===== src/verilog/shs_regs.svh =====
`ifndef SHS_REGS_SVH
`define SHS_REGS_SVH
// ---------------------------------------------------------------
// timing counts
// ---------------------------------------------------------------
`define SHS_WAKE_VEC_MAIN 8'hB
`define SHS_WAKE_VEC_SUB 8'h9
`define SHS_WAKE_PLAIN_MAIN 8'h5
`define SHS_WAKE_PLAIN_SUB 8'h3
`define SHS_STAB_SEL_RST 3'h7
`define SHS_STAB_BASE_LOG2 8
`endif


===== src/verilog/shs_pkg.sv =====
`default_nettype none
package shs_pkg;
  typedef enum logic [1:0] {SHS_RUN, SHS_HALT, SHS_STOP} shs_state_t;
  typedef enum logic [1:0] {
    SHS_CLK_IHS, SHS_CLK_IHS20, SHS_CLK_XTAL, SHS_CLK_SUB
  } shs_clk_t;
endpackage : shs_pkg
`default_nettype wire


===== src/verilog/shs_standby_ctrl.sv =====
`timescale 1ns/1ps
`default_nettype none
`include "shs_regs.svh"
module shs_standby_ctrl (
  input wire logic clock_i,
  input wire logic rst_i,
  input wire logic halt_exec_i,
  input wire logic stop_exec_i,
  input wire shs_pkg::shs_clk_t core_clk_sel_i,
  input wire logic ext_clk_mode_i,
  input wire logic irq_pending_i,
  input wire logic irq_ack_en_i,
  input wire logic ihs_on_i,
  input wire logic ihs20_on_i,
  input wire logic xtal_on_i,
  input wire logic sub_on_i,
  input wire logic wdog_enable_opt_i,
  input wire logic wdog_standby_keep_i,
  input wire logic subclk_lowpower_halt_i,
  input wire logic [2:0] stab_wait_select_i,
  input wire logic sub_tick_i,
  input wire logic xtal_tick_i,
  output shs_pkg::shs_state_t state_o,
  output logic core_clk_en_o,
  output logic wake_busy_o,
  output logic vector_req_o,
  output logic ihs_run_o,
  output logic xtal_run_o,
  output logic ext_clk_run_o,
  output logic sub_run_o,
  output logic lowspd_wdog_run_o,
  output logic hold_latches_o,
  output logic flash_lp_wait_o,
  output logic periph_main_en_o,
  output logic adc_iic_en_o,
  output logic rtc_dac_en_o,
  output logic iic_addr_wake_en_o
);
  import shs_pkg::*;
  // ---------------------------------------------------------------
  // state and wake wait
  // ---------------------------------------------------------------
  shs_state_t state_reg;
  logic entered_sub_reg;
  logic waiting_reg;
  logic stab_reg;
  logic vec_reg;
  logic [7:0] wait_cnt_reg;
  logic [18:0] stab_cnt_reg;
  logic on_sub;
  logic on_main;
  logic stop_ok;
  logic [7:0] wake_len;
  assign on_sub = (core_clk_sel_i == SHS_CLK_SUB);
  assign on_main = !on_sub;
  // stop from the 20 MHz source is the caller's fault; refused here
  assign stop_ok = on_main && (core_clk_sel_i != SHS_CLK_IHS20);

  function automatic logic [7:0] wake_cycles(input logic vec,
                                             input logic sub);
    if (vec)
      wake_cycles = sub ? `SHS_WAKE_VEC_SUB : `SHS_WAKE_VEC_MAIN;
    else
      wake_cycles = sub ? `SHS_WAKE_PLAIN_SUB : `SHS_WAKE_PLAIN_MAIN;
  endfunction : wake_cycles

  function automatic logic [18:0] stab_cycles(input logic [2:0] sel);
    logic [4:0] lg;
    lg = 5'd0;
    unique case (sel)
      3'h0: lg = 5'd8;
      3'h1: lg = 5'd9;
      3'h2: lg = 5'd10;
      3'h3: lg = 5'd11;
      3'h4: lg = 5'd13;
      3'h5: lg = 5'd15;
      3'h6: lg = 5'd17;
      3'h7: lg = 5'd18;
    endcase
    stab_cycles = 19'(19'h1 << lg);
  endfunction : stab_cycles

  assign wake_len = wake_cycles(irq_ack_en_i, on_sub);

  always_ff @(posedge clock_i) begin
    if (rst_i) begin
      state_reg <= SHS_RUN;
      entered_sub_reg <= 1'b0;
      waiting_reg <= 1'b0;
      stab_reg <= 1'b0;
      vec_reg <= 1'b0;
      wait_cnt_reg <= 8'h0;
      stab_cnt_reg <= 19'h0;
    end else begin
      unique case (state_reg)
        SHS_RUN: begin
          if (halt_exec_i) begin
            state_reg <= SHS_HALT;
            entered_sub_reg <= on_sub;
          end else if (stop_exec_i && stop_ok) begin
            entered_sub_reg <= 1'b0;
            if (irq_pending_i) begin
              // pending request: degrade to halt, still pay stabilization
              state_reg <= SHS_HALT;
              waiting_reg <= 1'b1;
              stab_reg <= (core_clk_sel_i == SHS_CLK_XTAL) && !ext_clk_mode_i;
              stab_cnt_reg <= stab_cycles(stab_wait_select_i);
              vec_reg <= irq_ack_en_i;
              wait_cnt_reg <= wake_len;
            end else begin
              state_reg <= SHS_STOP;
            end
          end
        end
        SHS_HALT: begin
          if (!waiting_reg && irq_pending_i) begin
            waiting_reg <= 1'b1;
            vec_reg <= irq_ack_en_i;
            wait_cnt_reg <= wake_len;
          end else if (waiting_reg) begin
            if (stab_reg) begin
              if (xtal_tick_i)
                stab_cnt_reg <= stab_cnt_reg - 19'h1;
              if (stab_cnt_reg <= 19'h1 && xtal_tick_i)
                stab_reg <= 1'b0;
            end else if (!entered_sub_reg || sub_tick_i) begin
              // subclock waits count subclock edges, not system cycles
              if (wait_cnt_reg <= 8'h1) begin
                state_reg <= SHS_RUN;
                waiting_reg <= 1'b0;
              end else begin
                wait_cnt_reg <= wait_cnt_reg - 8'h1;
              end
            end
          end
        end
        SHS_STOP: begin
          if (irq_pending_i) begin
            state_reg <= SHS_HALT;
            waiting_reg <= 1'b1;
            stab_reg <= (core_clk_sel_i == SHS_CLK_XTAL) && !ext_clk_mode_i;
            stab_cnt_reg <= stab_cycles(stab_wait_select_i);
            vec_reg <= irq_ack_en_i;
            wait_cnt_reg <= wake_len;
          end
        end
        default: state_reg <= SHS_RUN;
      endcase
    end
  end

  // ---------------------------------------------------------------
  // outputs, all registered
  // ---------------------------------------------------------------
  shs_state_t st_n;
  logic in_halt;
  logic in_stop;
  logic halt_sub;
  always_comb begin
    st_n = state_reg;
    in_halt = (state_reg == SHS_HALT);
    in_stop = (state_reg == SHS_STOP);
    halt_sub = in_halt && entered_sub_reg;
  end

  always_ff @(posedge clock_i) begin
    if (rst_i) begin
      state_o <= SHS_RUN;
      core_clk_en_o <= 1'b1;
      wake_busy_o <= 1'b0;
      vector_req_o <= 1'b0;
    end else begin
      state_o <= st_n;
      core_clk_en_o <= (st_n == SHS_RUN);
      wake_busy_o <= waiting_reg;
      vector_req_o <= in_halt && waiting_reg && vec_reg &&
                      !stab_reg && wait_cnt_reg <= 8'h1 &&
                      (!entered_sub_reg || sub_tick_i);
    end
  end

  always_ff @(posedge clock_i) begin
    if (rst_i) begin
      ihs_run_o <= 1'b1;
      xtal_run_o <= 1'b0;
      ext_clk_run_o <= 1'b0;
      sub_run_o <= 1'b0;
      lowspd_wdog_run_o <= 1'b0;
    end else begin
      // core source forced on outside stop; crystal and external input exclusive
      ihs_run_o <= !in_stop && (ihs_on_i || ihs20_on_i ||
                   core_clk_sel_i == SHS_CLK_IHS ||
                   core_clk_sel_i == SHS_CLK_IHS20);
      xtal_run_o <= !in_stop && !ext_clk_mode_i &&
                    (xtal_on_i || core_clk_sel_i == SHS_CLK_XTAL);
      ext_clk_run_o <= !in_stop && ext_clk_mode_i &&
                       (xtal_on_i || core_clk_sel_i == SHS_CLK_XTAL);
      sub_run_o <= sub_on_i || core_clk_sel_i == SHS_CLK_SUB;
      lowspd_wdog_run_o <= (state_reg == SHS_RUN) ? wdog_enable_opt_i :
                           (wdog_enable_opt_i && wdog_standby_keep_i);
    end
  end

  always_ff @(posedge clock_i) begin
    if (rst_i) begin
      hold_latches_o <= 1'b0;
      flash_lp_wait_o <= 1'b0;
      periph_main_en_o <= 1'b1;
      adc_iic_en_o <= 1'b1;
      rtc_dac_en_o <= 1'b1;
      iic_addr_wake_en_o <= 1'b0;
    end else begin
      hold_latches_o <= !(st_n == SHS_RUN);
      flash_lp_wait_o <= halt_sub;
      periph_main_en_o <= !in_stop &&
                          !(halt_sub && subclk_lowpower_halt_i);
      adc_iic_en_o <= !in_stop && !halt_sub;
      rtc_dac_en_o <= !(halt_sub && subclk_lowpower_halt_i);
      iic_addr_wake_en_o <= in_stop;
    end
  end

  // ---------------------------------------------------------------
  // checks
  // ---------------------------------------------------------------
  a_core_clk_gate: assert property (@(posedge clock_i) disable iff (rst_i)
    state_o != SHS_RUN |-> !core_clk_en_o)
    else $error("core clock runs in standby");
  a_halt_entry: assert property (@(posedge clock_i) disable iff (rst_i)
    state_reg == SHS_RUN && halt_exec_i |=> state_reg == SHS_HALT)
    else $error("halt not entered");
  a_stop_refused: assert property (@(posedge clock_i) disable iff (rst_i)
    state_reg == SHS_RUN && !halt_exec_i && stop_exec_i && on_sub
    |=> state_reg == SHS_RUN)
    else $error("stop entered from subclock");
  a_stop_degrade: assert property (@(posedge clock_i) disable iff (rst_i)
    state_reg == SHS_RUN && !halt_exec_i && stop_exec_i && stop_ok &&
    irq_pending_i |=> state_reg == SHS_HALT)
    else $error("stop not degraded");
  a_stop_osc_off: assert property (@(posedge clock_i) disable iff (rst_i)
    state_reg == SHS_STOP |=> !ihs_run_o && !xtal_run_o && !ext_clk_run_o)
    else $error("main osc runs in stop");
  a_wdog_standby: assert property (@(posedge clock_i) disable iff (rst_i)
    state_reg != SHS_RUN && !wdog_standby_keep_i |=> !lowspd_wdog_run_o)
    else $error("watchdog runs in standby");
  a_iic_wake: assert property (@(posedge clock_i) disable iff (rst_i)
    state_reg == SHS_STOP |=> iic_addr_wake_en_o && !periph_main_en_o)
    else $error("stop peripheral state wrong");
  a_plain_wake: assert property (@(posedge clock_i) disable iff (rst_i)
    state_reg == SHS_HALT && !waiting_reg && irq_pending_i &&
    !irq_ack_en_i && !entered_sub_reg
    |=> waiting_reg [*5] ##1 state_reg == SHS_RUN)
    else $error("plain wake length wrong");
  a_vec_wake: assert property (@(posedge clock_i) disable iff (rst_i)
    state_reg == SHS_HALT && !waiting_reg && irq_pending_i &&
    irq_ack_en_i && !entered_sub_reg
    |=> waiting_reg [*8] ##4 state_reg == SHS_RUN)
    else $error("vectored wake length wrong");
  a_flash_lp: assert property (@(posedge clock_i) disable iff (rst_i)
    state_reg == SHS_HALT && entered_sub_reg |=> flash_lp_wait_o &&
    !adc_iic_en_o)
    else $error("subclock halt peripherals wrong");
endmodule : shs_standby_ctrl
`default_nettype wire


===== config.mk =====
export PLATFORM = sky130hd
export DESIGN_NAME = shs_standby_ctrl
export DESIGN_NICKNAME = d
export VERILOG_FILES = /design/src/verilog/shs_pkg.sv /design/src/verilog/shs_standby_ctrl.sv
export VERILOG_INCLUDE_DIRS = /design/src /design/src/verilog
export SDC_FILE = /design/constraint.sdc
export NUM_CORES = 1
export LEC_CHECK = 0
export BUFFER_PORTS_ARGS = -buffer_cell sky130_fd_sc_hd__buf_2
export CAP_MARGIN = 0
export CORE_MARGIN = 2
export CORE_UTILIZATION = 30
export CTS_BUF_LIST = sky130_fd_sc_hd__clkbuf_16
export CTS_CLUSTER_DIAMETER = 120
export DETAILED_ROUTE_END_ITERATION = 16
export PLACE_DENSITY_LB_ADDON = 0.15
export RECOVER_POWER = 100
export SLEW_MARGIN = 10
export SYNTH_ARGS = -nofsm -noshare
export SYNTH_HDL_FRONTEND = slang
export SYNTH_SLANG_ARGS = --single-unit

===== constraint.sdc =====
create_clock -name clock_i -period 2.35 [get_ports clock_i]
set_input_delay 0.1175 -clock clock_i [delete_from_list [all_inputs] [get_ports clock_i]]
set_output_delay 0.1175 -clock clock_i [all_outputs]
set_load 0.01 [all_outputs]

Yosys cells after proc, flatten, opt, wreduce, memory -nomap -nowiden:

Memory sizes are Yosys's and may differ from the RTL's.
Cells that the tools add are included.

* register bits: 49
* memory bits (read-only): 80
* logic and storage cells: 163
* memories kept: 2
* bits of input ports: 21

Memory list
* (no name shown): depth 8, bits a word 5, read ports 1, clocked after Yosys merged registers in 0, wr ports 0, line shs_standby_ctrl.sv:70 `unique case (sel)`
* (no name shown): depth 8, bits a word 5, read ports 1, clocked after Yosys merged registers in 0, wr ports 0, line shs_standby_ctrl.sv:70

* magnitude comparators: 2
* multiplexer cells: 64
* add/subtract/negate cells: 2
* eq/ne operators: 23
* reductions and logical operators: 46
* shifts and indexed selects: 2

Operators with widths (count)
* $mux W19: 8
* $mux W8: 8
* $pmux W19 S3: 1
* $mux W5: 8
* $shl A1 B5 Y19 const A: 2
* $pmux W8 S3: 1
* $mux W1: 22
* $logic_and A1 B1 Y1: 20
* $mux W2: 10
* $le A19 B1 Y1 const B: 1
* $sub A19 B1 Y19 const B: 1
* $ne A2 B2 Y1 const B: 9
* $reduce_and A7 Y1: 2
* $logic_not A1 Y1: 9
* $pmux W1 S3: 3
* $reduce_and A9 Y1: 1
* $le A8 B1 Y1 const B: 1
* $ne A2 B1 Y1 const B: 4
* $sub A8 B1 Y8 const B: 1
* $eq A2 B2 Y1 const B: 3
* $logic_or A1 B1 Y1: 6
* $ne A3 B2 Y1 const B: 2
* $ne A3 B3 Y1 const B: 2
* $pmux W2 S3: 1
* other kinds (11): 13

Logic depth before layout (Yosys ltp):

* word-level depth: 13
* mapped depth: 9
* gate-level depth less buffers: 7

Worst setup path before layout:

Ideal clock, no wire load.

* kind: register to register
* start: reg state_reg[0], in the netlist st_n[0]
* end: reg wait_cnt_reg[6]
* library setup time: 0.070 ns
* stages on the path, launching flop included: 9
* required time: 2.280 ns
* setup slack: 0.368 ns
* arrival: 1.912 ns
* path through: dfxtp_1 -> inv_1 -> ha_1 -> clkbuf_1 -> nand2b_1 -> a21boi_0 -> nand4_1 -> or3_2 -> a21oi_1

* cells in the longest elaborated chain, start to end: 3
* elaborated cells between the ends (all ways): 12
* classes of those cells: 8 x eq/ne; 1 x mux; 3 x reduce/logical

RTL lines
* start, declared: line shs_standby_ctrl.sv:43 `shs_state_t state_reg;`
* start signal, assigned: line shs_standby_ctrl.sv:87 `state_reg <= SHS_RUN;`
* start signal, assigned: line shs_standby_ctrl.sv:98 `state_reg <= SHS_HALT;`
* start signal, assigned: line shs_standby_ctrl.sv:104 `state_reg <= SHS_HALT;`
* $eq A2 B1 Y1 (tied with other cells): line shs_standby_ctrl.sv:95 `unique case (state_reg)`
* $ne A3 B1 Y1 (no source line) (tied with other cells)
* $reduce_and A7 Y1 (no source line)
* end signal, assigned: line shs_standby_ctrl.sv:109 `wait_cnt_reg <= wake_len;`
* end signal, assigned: line shs_standby_ctrl.sv:119 `wait_cnt_reg <= wake_len;`
* end signal, assigned: line shs_standby_ctrl.sv:132 `wait_cnt_reg <= wait_cnt_reg - 8'h1;`
* end, declared: line shs_standby_ctrl.sv:48 `logic [7:0] wait_cnt_reg;`

Parallel ways exist; a longest one is shown, timed or not.
A chain may end at the register's enable or synchronous reset.

Worst setup path in the final report:

* start: reg state_reg[0], in the netlist st_n[0]
* end: reg wait_cnt_reg[3]

Same word-level chain as after synthesis.

==> reports/metrics.csv <==
stage,metric,value,unit
run_status,run status,"finished, final reports clean",
finish,Layout Cells excl Fill,444,
placement,placed cell count,436,
clock_network,TritonCTS Buffers,5,
pwr,Sw Ratio,41.2,%
logic_synthesis,mapped cell area,2510,sq um
routing,Detail Route Antenna Nets,0,
clock_network,TritonCTS clock tree,done,
sta,final cycle utilization of the critical path,89.5,%
sta,minimum clock period,2.10,ns
logic_synthesis,Yosys Warn Count,0,
finish,Largest register FFs,19,
sta,Max-slew headroom,26.2,%
logic_synthesis,Synth async-reset ratio,0,%
pwr,logic gate share of total power,45.8,%
clock_network,clk slew on worst S/H paths,0.07,ns
sta,"Hold Vio Cnt, Final",0,
finish,ANT cells,0,
clock_network,CTS Hold Buffers Added,0,
floorplanning,Rows,33,
placement,DP HPWL,4.63,mm
grt,Tot GR Track Use,14.6,%
clock_network,clock tree buffer depth,2,
critical_path,CP Capture Type,register,
critical_path,Crit Path Class,reg -> reg,
sta,TNS Setup,0,ns
finish,nets,367,
finish,Area Growth Syn to Fin,17.2,%
routing,WL/cell,14.2,um
pwr,internal power,0.00198,W
routing,drt pass-1 iters,4,
critical_path,"Arr. time, crit path",2.31,ns
finish,area of the multi-input gates,1410,sq um
floorplanning,Top Ports,37,
routing,routed wire length,6.31,mm
pwr,peak supply drop,0.000369,V
clock_network,Root Driver,clkbuf_16,
critical_path,startpoint type of the worst setup path,register,
flow_run,maxcap violations,0,
logic_synthesis,sequential fraction of the synthesis area,39.0,%
sta,final setup violation count,0,
floorplanning,die width,95.5,um
finish,Post-Route Utilization,36.0,%
grt,"Remaining Overflow, GRT",0,
finish,layout cell share with drive strength beyond 1,14.7,%
logic_synthesis,syn avg cell area,8.43,sq um
floorplanning,core area,8180,sq um
logic_synthesis,cell count after synthesis,298,
placement,GPL Wtd Cong,0.832,
finish,fill cell count,885,
grt,number of global-route vias before repair,2077,
clock_network,CTS resizes,0,
critical_path,CP required,2.56,ns
sta,final slew viol count,0,
logic_synthesis,Post-Syn Nets,327,
logic_synthesis,post-synth cell types,59,
grt,initial antenna violation count,0,
sta,Worst Max-Slew Pin Slew,1.11,ns
pwr,Pleak,1.15,nW
clock_network,worst skew pair latency,0.29,ns
sta,Clock Skew,0.00357,ns
logic_synthesis,main flop type after synthesis,dfxtp_1,
sta,RSZ-0062 raised after global routing,false,
pwr,clock power share,20.7,%
routing,DRT iter0 DRCs,65,
clock_network,setup repair bufs after CTS,0,
pwr,switching power,0.00139,W
routing,vias,2272,
routing,drt drc,0,
floorplanning,Starting Density,30.7,%
placement,# port buffers,36,
floorplanning,Die H,95.5,um
min_path,worst hold-check path type,in -> reg,
floorplanning,Die ar.,9120,sq um
logic_synthesis,Post-synth EDFFs,0,
finish,register area,981,sq um
logic_synthesis,Yosys reg bits,49,
grt,largest net degree at the start of global routing,24,
sta,Peak Freq,0.475,GHz
clock_network,htree depth,2,
routing,vias per std cell,5.12,
grt,first-pass GRT wire length,10.3,mm
critical_path,Critical Path Fanout Max,11,
pwr,PwrDens,1140,nW/um^2
pwr,Flop pwr share,33.5,%
clock_network,CTS sink cnt,49,
==> metal layers <==
| metal | global-route usage, % | up-vias | part of all wire (%) |
|---|---|---|---|
| met3 | 3.08 | 5 | 5.5 |
| met1 | 20.4 | 1046 | 49 |
| li1 | - | 1173 | - |
| met5 | 0 | - | 0 |
| met4 | 4.76 | 0 | 1.5 |
| met2 | 22.4 | 48 | 44 |
==> logic make-up after synthesis <==
kind of cell | after synthesis | share of synthesized area [%]
compound gates | 79 | 21.2
xor+xnor | 8 | 2.79
fa+ha+maj | 8 | 3.98
buf+inv | 29 | 4.73
flops | 49 | 39.0
mux | 3 | 1.25
simple gates | 122 | 27.0
==> path summary, 6_finish.rpt <==
check	from	end	slack, ns	cells after the start
max reg2reg	st_n[0]	wait_cnt_reg[3]	0.25	7
max	st_n[0]	wait_cnt_reg[3]	0.25	7
min	subclk_lowpower_halt_i	rtc_dac_en_o	0.005	2
min reg2reg	wait_cnt_reg[6]	wait_cnt_reg[6]	0.49	2
==> cell usage in the layout (no fill, tap or decap), types with 3 or more instances in the layout <==
cell / instances
a21boi_0: 3
a21oi_1: 19
a31oi_1: 5
and3_1: 6
buf_2: 20
buf_4: 6
clkbuf_1: 19
clkbuf_16: 5
dfxtp_1: 49
ha_1: 8
inv_1: 18
nand2_1: 19
nand2b_1: 3
nand3_1: 10
nand4_1: 11
nor2_1: 33
nor2b_1: 4
nor3_1: 9
nor3b_1: 4
nor4_1: 3
o211ai_1: 5
o21a_1: 6
o21ai_0: 17
or2_2: 3
xor2_1: 8
==> stage by stage <==
| stage | setup WS (ns) | hold slack, ns | area (sq um) | power [W] |
|---|---|---|---|---|
| after floorplan | 0.368 | 0.179 | 2510 | 0.00228 |
| after global placement | 0.306 | 0.304 | 2840 | 0.00270 |
| after detailed placement | 0.255 | 0.305 | 2840 | 0.00270 |
| after CTS | 0.229 | 0.000892 | 2980 | 0.00342 |
| after global routing | 0.0171 | 0.0228 | 2940 | 0.00365 |
| final | 0.246 | 0.00488 | 2940 | 0.00337 |
==> synth_stat cells (3+ instances only) <==
| master | number | area, sq um |
|---|---|---|
| a21boi_0 | 3 | 22.5 |
| a21oi_1 | 19 | 95.1 |
| a31oi_1 | 5 | 31.3 |
| and3_1 | 6 | 37.5 |
| clkbuf_1 | 7 | 26.3 |
| dfxtp_1 | 49 | 981 |
| ha_1 | 8 | 100 |
| inv_1 | 17 | 63.8 |
| nand2_1 | 19 | 71.3 |
| nand2b_1 | 3 | 18.8 |
| nand3_1 | 10 | 50.1 |
| nand4_1 | 11 | 68.8 |
| nor2_1 | 33 | 124 |
| nor2b_1 | 4 | 25.0 |
| nor3_1 | 9 | 45.0 |
| nor3b_1 | 4 | 30.0 |
| nor4_1 | 3 | 18.8 |
| o211ai_1 | 5 | 37.5 |
| o21a_1 | 6 | 45.0 |
| o21ai_0 | 17 | 85.1 |
| or2_2 | 3 | 18.8 |
| xor2_1 | 8 | 70.1 |
==> critical path, stage by stage (launching register included) <==
cell	delay [ns]
dfxtp_1	0.32
inv_1	0.10
ha_1	0.36
nand4bb_1	0.18
nand2_1	0.19
nand2_1	0.21
or3_2	0.51
a21oi_1	0.15
==> final cells by class <==
class                      count  share of cell area [%]
inverter                      17                    2.17
multi-input combinational    220                    48.0
clock inverter                 3                   0.467
clock buffer                   5                    4.25
tap                          105                    4.46
timing repair buffer          45                    7.35
sequential                    49                    33.3
==> power groups by stage <==
| stage | sequential [W] | combinational [W] | clock, W |
|---|---|---|---|
| global placement | 0.00114 | 0.00156 | 0 |
| detailed placement | 0.00115 | 0.00156 | 0 |
| global route | 0.00115 | 0.00176 | 0.000746 |
| CTS | 0.00113 | 0.00156 | 0.000727 |
| floorplan | 0.00113 | 0.00115 | 0 |
| finish | 0.00113 | 0.00154 | 0.000698 |
No activity file was read; power rests on OpenSTA's default activity.
